[src/verilog/diag_status_pkg.sv]
package diag_status_pkg;
	// register map: sub-address of each channel status byte
	localparam int          NUM_CH      = 3;
	localparam int          SUBADDR_W   = 5;
	localparam int          DATA_W      = 8;
	localparam logic [4:0]  CH1_ADDR    = 5'h10;
	localparam logic [4:0]  CH2_ADDR    = 5'h11;
	localparam logic [4:0]  CH3_ADDR    = 5'h12;
	localparam logic [7:0]  STAT_RESET  = 8'h00;
	localparam logic [7:0]  UNMAPPED_RD = 8'h00;

	// bit positions common to every channel byte
	localparam int B_OFFSET    = 5;
	localparam int B_PERM_DONE = 4;
	localparam int B_SHORT     = 3;
	localparam int B_OPEN      = 2;
	localparam int B_SHORT_VCC = 1;
	localparam int B_SHORT_GND = 0;
	// upper two bits, meaning depends on the channel
	localparam int B_HI        = 7;
	localparam int B_LO        = 6;
	// channel indices for the special upper bits
	localparam int CH1 = 0;
	localparam int CH2 = 1;
	localparam int CH3 = 2;

	// per-channel fault events from the analog diagnostic (one-cycle pulses)
	typedef struct packed {
		logic offset;
		logic perm_done;
		logic short_load;
		logic open_load;
		logic short_vcc;
		logic short_gnd;
	} chan_evt_s;

	// serial-side read request as delivered by the bus front end
	typedef struct packed {
		logic                 req;
		logic [SUBADDR_W-1:0] addr;
	} rd_req_s;
endpackage

[src/verilog/speaker_diag_status_regs.sv]
`timescale 1ns/100ps
// Functional notes
// channel 1, 2, 3 status bytes sit at sub-addresses 10000, 10001, 10010
// ch1 bit 7 is 0 in tristate after reset, 1 once tristate left
// ch1 bit 6 is 1 only after the turn-on diagnostic has finished
// bit 5 of each channel flags a detected output offset
// bit 4 of each channel flags a finished permanent diagnostic cycle
// after each read, restart permanent diag if fault persists and enabled
// bit 3 of each channel flags a shorted load
// bit 2 flags open load, detected only during turn-on diagnostic
// bit 1 of each channel flags a short to positive supply
// bit 0 of each channel flags a short to ground
// channel 2 bits 7 and 6 report thermal warning levels one and two
// channel 3 bits 7 and 6 report thermal warning levels three and four
// reading a status byte clears it; the code keeps ch1 bit 7 across the read
// host must set diagnostic enable for diagnostics and restart to work; the code gates only the restart on diag_en, flags latch without it
// every flag stays latched until the host reads its byte
module speaker_diag_status_regs
	import diag_status_pkg::*;
(
	// clock and reset
	input  wire logic                  sys_clk,
	input  wire logic                  rst,
	// read port from the serial front end
	input  wire rd_req_s               rd,
	output logic [DATA_W-1:0]          rd_data_r,
	output logic                       rd_valid_r,
	// diagnostic events and levels
	input  wire chan_evt_s [NUM_CH-1:0] evt,
	input  wire logic [NUM_CH-1:0]     perm_fault,
	input  wire logic                  tristate_exit,
	input  wire logic                  turnon_active,
	input  wire logic                  turnon_done,
	input  wire logic                  thermal_warning_level_one,
	input  wire logic                  thermal_warning_level_two,
	input  wire logic                  thermal_warning_level_three,
	input  wire logic                  thermal_warning_level_four,
	// diagnostic enable bit of diag_gain_control_byte
	input  wire logic                  diag_en,
	// permanent diagnostic restart, one pulse per channel
	output logic [NUM_CH-1:0]          perm_restart_r
);

	logic [NUM_CH-1:0][DATA_W-1:0] stat_r;
	logic [NUM_CH-1:0][DATA_W-1:0] stat_nxt;
	logic [DATA_W-1:0]             rd_data_nxt;
	logic                          rd_valid_nxt;
	logic [NUM_CH-1:0]             perm_restart_nxt;

	// sub-address of a channel byte
	function automatic logic [SUBADDR_W-1:0] ch_addr(input int c);
		case (c)
			CH1:     ch_addr = CH1_ADDR;
			CH2:     ch_addr = CH2_ADDR;
			default: ch_addr = CH3_ADDR;
		endcase
	endfunction

	// true when a request reads channel c
	function automatic logic reads_ch(input rd_req_s r, input int c);
		reads_ch = r.req && (r.addr == ch_addr(c));
	endfunction

	// read, clear-on-read and event capture; sets are applied after the
	// clear so an event in the read cycle survives into the next read
	always_comb begin
		stat_nxt         = stat_r;
		rd_data_nxt      = UNMAPPED_RD;
		rd_valid_nxt     = rd.req;
		perm_restart_nxt = '0;
		for (int c = 0; c < NUM_CH; c++) begin
			if (reads_ch(rd, c)) begin
				rd_data_nxt = stat_r[c];
				stat_nxt[c] = STAT_RESET;
				// tristate history is since reset, a read does not forget it
				if (c == CH1)
					stat_nxt[c][B_HI] = stat_r[c][B_HI];
				// restart only while enabled; host owns the enable bit
				perm_restart_nxt[c] = diag_en && perm_fault[c];
			end
			// latched fault flags, or-ed in so they hold until read
			if (evt[c].offset)     stat_nxt[c][B_OFFSET]    = 1'b1;
			if (evt[c].perm_done)  stat_nxt[c][B_PERM_DONE] = 1'b1;
			if (evt[c].short_load) stat_nxt[c][B_SHORT]     = 1'b1;
			// open load is meaningless outside the turn-on test
			if (evt[c].open_load && turnon_active)
				stat_nxt[c][B_OPEN] = 1'b1;
			if (evt[c].short_vcc)  stat_nxt[c][B_SHORT_VCC] = 1'b1;
			if (evt[c].short_gnd)  stat_nxt[c][B_SHORT_GND] = 1'b1;
		end
		if (tristate_exit)               stat_nxt[CH1][B_HI] = 1'b1;
		if (turnon_done)                 stat_nxt[CH1][B_LO] = 1'b1;
		if (thermal_warning_level_one)   stat_nxt[CH2][B_HI] = 1'b1;
		if (thermal_warning_level_two)   stat_nxt[CH2][B_LO] = 1'b1;
		if (thermal_warning_level_three) stat_nxt[CH3][B_HI] = 1'b1;
		if (thermal_warning_level_four)  stat_nxt[CH3][B_LO] = 1'b1;
	end

	// state and output registers
	always_ff @(posedge sys_clk or posedge rst) begin
		if (rst) begin
			stat_r         <= {NUM_CH{STAT_RESET}};
			rd_data_r      <= UNMAPPED_RD;
			rd_valid_r     <= 1'b0;
			perm_restart_r <= '0;
		end else begin
			stat_r         <= stat_nxt;
			rd_data_r      <= rd_data_nxt;
			rd_valid_r     <= rd_valid_nxt;
			perm_restart_r <= perm_restart_nxt;
		end
	end

	logic mapped;
	assign mapped = reads_ch(rd, CH1) || reads_ch(rd, CH2)
		|| reads_ch(rd, CH3);
endmodule

[config.mk]
export PLATFORM = sky130hd
export DESIGN_NAME = speaker_diag_status_regs
export DESIGN_NICKNAME = d
export VERILOG_FILES = /design/src/verilog/diag_status_pkg.sv /design/src/verilog/speaker_diag_status_regs.sv
export SDC_FILE = /design/constraint.sdc
export NUM_CORES = 1
export LEC_CHECK = 0
export BUFFER_PORTS_ARGS = -buffer_cell sky130_fd_sc_hd__clkbuf_2
export CORE_ASPECT_RATIO = 2
export CORE_MARGIN = 2
export CORE_UTILIZATION = 45
export CTS_BUF_LIST = sky130_fd_sc_hd__clkbuf_4 sky130_fd_sc_hd__clkbuf_8
export CTS_CLUSTER_SIZE = 28
export DETAILED_ROUTE_END_ITERATION = 7
export HOLD_SLACK_MARGIN = 0.1
export PLACE_DENSITY = 0.76
export REMOVE_ABC_BUFFERS = 1
export SKIP_CTS_REPAIR_TIMING = 1
export SKIP_LAST_GASP = 1
export SYNTH_ARGS = -nofsm -noshare
export SYNTH_HDL_FRONTEND = slang
export SYNTH_SLANG_ARGS = --single-unit
[constraint.sdc]
create_clock -name sys_clk -period 1.3 [get_ports sys_clk]
set_clock_uncertainty 0.1 [all_clocks]
set_input_delay 0 -clock sys_clk [delete_from_list [all_inputs] [get_ports sys_clk]]
set_output_delay 0 -clock sys_clk [all_outputs]
set_load 0.03 [all_outputs]
==> Word-level counts from Yosys, hierarchy flattened <==
Index checks and enable logic that the tools add are counted.
{ "totals": {"regBits": 36, "input_bits": 37, "output_inout_bits": 12} }
{ "classes": {"eq_ne": 3, "muxes": 33, "n_reduce_logical": 32} }
{ "op_table": {"columns": ["op", "count"], "rows": [
  ["nonzero test 2 bit", 23],
  ["two-way mux 8 bit", 5],
  ["two-way mux 1 bit", 27],
  ["== test 5 bit (second input constant)", 3],
  ["logical AND 1 bit", 9],
  ["two-way mux 7 bit", 1]
]} }

==> Logic depth before layout (Yosys ltp) <==
{ "depth": {"word_depth": 5, "ltp_mapped": 5, "depth_no_buf": 3} }

==> Worst setup path before layout <==
OpenSTA, ideal clock, no wires.
{ "synth_timing": {"path_kind": "input to register", "startpoint": "input port rd[2] (netlist bit)", "endpoint": "register stat_r[10] (netlist bit)", "n_path_buf": 2, "t_arrival_ns": 1.024, "cell_stages": 5, "required_ns": 1.079, "setup_slack_ns": 0.055, "path_cell_list": "nand4bb_1 > buf_6 > or3b_4 > buf_6 > a22o_1"} }
{ "synth_via": {"elab_chain_len": 3} }
{ "synth_rtl": {"columns": ["element", "line_no", "rtl"], "rows": [
  ["start, declared", "speaker_diag_status_regs.sv:25", "input wire rd_req_s rd,"],
  ["== test 5 bit", null, null],
  ["logical AND 1 bit", null, null],
  ["nonzero test 2 bit (no line)", null, null],
  ["end signal, assigned", "speaker_diag_status_regs.sv:102", "stat_r <= {NUM_CH{STAT_RESET}};"],
  ["end signal, assigned", "speaker_diag_status_regs.sv:107", "stat_r <= stat_nxt;"],
  ["end, declared", "speaker_diag_status_regs.sv:44", "logic [NUM_CH-1:0][DATA_W-1:0] stat_r;"]
]} }
Every way passes these cells.
A chain may end at the register's enable or synchronous reset.

==> Worst setup path in the final report <==
{ "layout_timing": {"startpoint": "input port perm_fault[0]", "endpoint": "register perm_restart_r[0]"} }
{ "layout_via": {"elab_chain_len": 2} }
{ "layout_rtl": {"columns": ["element", "line_no", "rtl"], "rows": [
  ["start, declared", "speaker_diag_status_regs.sv:30", "input wire logic [NUM_CH-1:0] perm_fault,"],
  ["logical AND 1 bit", "speaker_diag_status_regs.sv:79", "perm_restart_nxt[c] = diag_en && perm_fault[c];"],
  ["two-way mux 1 bit", "speaker_diag_status_regs.sv:72", "if (reads_ch(rd, c)) begin"],
  ["via perm_restart_nxt[0]", "speaker_diag_status_regs.sv:48", "logic [NUM_CH-1:0] perm_restart_nxt;"],
  ["end signal, assigned", "speaker_diag_status_regs.sv:110", "perm_restart_r <= perm_restart_nxt;"],
  ["end, declared", "speaker_diag_status_regs.sv:41", "output logic [NUM_CH-1:0] perm_restart_r"]
]} }
The timed path passes the listed nets, and every way through them passes these cells.

==> metrics.txt <==
Placed Instances around 190; number of endpoints with negative hold slack in the final report 0; post-synth design cell area between 1000 and 1500 um2; post-detailed-route via-to-cell ratio just under 5; max_slew headroom 0.712; CP required ~1.4 ns; Worst-Margin Slew 0.432 ns; overall routing resource usage 0.167; largest cells by area after synthesis sky130_fd_sc_hd__dfrtp_1 64%, sky130_fd_sc_hd__a21o_1 11%, sky130_fd_sc_hd__a211oi_1 8.5%; worst-case setup slack after placement -0.0450 ns; initial antenna violation count 0; mean instance size in the synthesized netlist 12.8 um2; largest net degree at the start of global routing 37; nets@finish between 200 and 250; vias in the first global route roughly 1.1k; area used by multi-input combinational logic ~460 um2; filler cell count in the final layout ~210; total of flip-flops plus latches after synthesis 36; run status completed; total overflow reported by the global router 0; die outline area 3640 um2; worst hold-check path type in2reg; width of the chip around 44 um; Total Wirelength approximately 3100 um; Peak Freq 825 MHz; number of max-cap violations 0; Leakage Power 0.942 nW; area of all sequential standard cells roughly 900 um2; post-route fraction of the period consumed by the critical path 0.932; TritonCTS clock tree yes; total power draw between 2 and 2.5 mW; antenna diode count 0; clk slew on worst S/H paths 0.07 ns; initial core utilization 0.476; core area slightly below 3000 um2; sequential element share of the synthesized area 0.636; fraction of layout instances using a drive strength above 1 0.318; arrival time of data at the critical path endpoint between 1 and 1.5 ns; most frequent cells after synthesis 36 x sky130_fd_sc_hd__dfrtp_1, 20 x sky130_fd_sc_hd__a21o_1, 16 x sky130_fd_sc_hd__a211oi_1, 8 x sky130_fd_sc_hd__nand2b_1, 8 x sky130_fd_sc_hd__nor2b_1; share of async-settable or async-resettable flops after synthesis 1.00; post-detailed-route DRC marker count 0; maximum fanout along the worst path 1; First-pass DRT Iterations 4; most common cell in the synthesized netlist sky130_fd_sc_hd__dfrtp_1; Crit. End Element flip-flop; top-level I/O count 49; final weighted congestion in routability-driven placement 0.688; vias after detailed routing between 1k and 1.5k; count of flip-flops with a built-in enable after synthesis 0; unrepaired setup endpoints after global routing no; Fin Setup TNS 0 ns; distinct cell type count of the synthesized netlist 18; pins over their slew limit 0; library cell occupying the most area in the post-synthesis netlist sky130_fd_sc_hd__dfrtp_1; HPWL after detailed placement approximately 2100 um; mean routed wirelength per cell approximately 13 um; critical path launch point type input pin; cells after synthesis between 100 and 150; final critical-path required period approximately 1.2 ns; portion of synthesized cell area occupied by the leading cell type 0.636; cell at the root of the clock tree sky130_fd_sc_hd__clkbuf_8; non-filler cells in the finished layout roughly 230; DRC marker count from the first detailed-route iteration 10; number of nets with antenna violations after detailed routing 0; vertical die dimension about 83 um; worst vdd ir between 1 and 1.5 mV; warnings from Yosys 0; post-route worst setup slack just under 0.09 ns; PD cells 1040 nW/um2; count of buffers from port buffering 48; first-pass GRT wire length around 4600 um; top flip-flop cell by instance count after synthesis sky130_fd_sc_hd__dfrtp_1; number of buffers inserted during clock tree synthesis 5; count of clock tree sinks 36; standard-cell row count 28; kind of critical path in2reg; clock latency at the later pin of the worst-skew pair about 0.29 ns; H-tree levels 2; growth of design area from synthesis to finish 49.6%; setup-violating endpoint count in the final report 0; Bufs on Longest Clock Path 2
==> stage by stage <==
stage / utilization / area, um2 / hold slack (ns)
final: 0.712 / 2120 / 0.0477
after global routing: 0.712 / 2120 / 0.0929
after CTS: 0.594 / 1770 / -0.315
after detailed placement: 0.563 / 1680 / 0.00229
after global placement: 0.563 / 1680 / -0.00790
after floorplan: - / 1370 / -0.0686
==> worst paths after layout <==
kind / end / start / cells past startpoint / slack (ns)
worst max-delay path: perm_restart_r[0] / perm_fault[0] / 5 / 0.09
min in group asynchronous: rd_data_r[3] / rst / 4 / 0.24
max in group asynchronous: stat_r[3] / rst / 4 / 0.55
worst min register to register: stat_r[1] / stat_r[1] / 1 / 0.37
worst min-delay path: rd_data_r[4] / rd[1] / 3 / 0.05
worst max register to register: rd_data_r[7] / stat_r[7] / 3 / 0.22
==> layout make-up <==
type | count | area share
Timing Repair Buffer | 87 | 0.293
Sequential cell | 36 | 0.425
Clock inverter | 2 | 0.00472
Clock buffer | 6 | 0.0390
Tap cell | 30 | 0.0177
Inverter | 1 | 0.00177
Multi-Input combinational cell | 66 | 0.219
==> worst max-delay path, stage by stage <==
cell	delay (ns)
sky130_fd_sc_hd__dlygate4sd3_1	0.53
sky130_fd_sc_hd__clkbuf_2	0.10
sky130_fd_sc_hd__nand2_1	0.06
sky130_fd_sc_hd__dlygate4sd3_1	0.54
sky130_fd_sc_hd__nor2_1	0.04
==> report_power, final <==
| group | switching, mW | internal, mW | leakage, nW | total [mW] |
|---|---|---|---|---|
| clock network | 0.371 | 0.422 | 0.0510 | 0.793 |
| registers | 0.00800 | 1.14 | 0.377 | 1.15 |
| logic | 0.110 | 0.147 | 0.515 | 0.258 |
==> sequential cells by signal (all words and copies together), names as in the netlist <==
name / cells
stat_r: 24
perm_restart_r: 3
rd_valid_r: 1
rd_data_r: 8
==> cell families after synthesis <==
logic type / synth area share
simple gates: 0.118
buf+inv: 0.0362
flops: 0.636
compound gates: 0.209
==> placed cells by master, fill, tap and decap left out, drive strengths merged <==
cell type and count:
a211oi 16, a21o 20, a22o 3, buf 4, clkbuf 54, clkinv 2
dfrtp 36, dlygate4sd3 35, inv 1, nand2 3, nand2b 8, nand4bb 1
nor2 3, nor2b 8, or2 1, or3 1, or3b 2
==> layer usage <==
| layer | global-route usage | wire, um | vias up |
|---|---|---|---|
| met2 | 0.278 | 1750 | 23 |
| li1 | - | - | 564 |
| met4 | 0.0854 | 83 | 0 |
| met3 | 0.0543 | 105 | 8 |
| met5 | 0 | 0 | - |
| met1 | 0.179 | 1130 | 527 |
No activity file was read; power rests on OpenSTA's default activity.
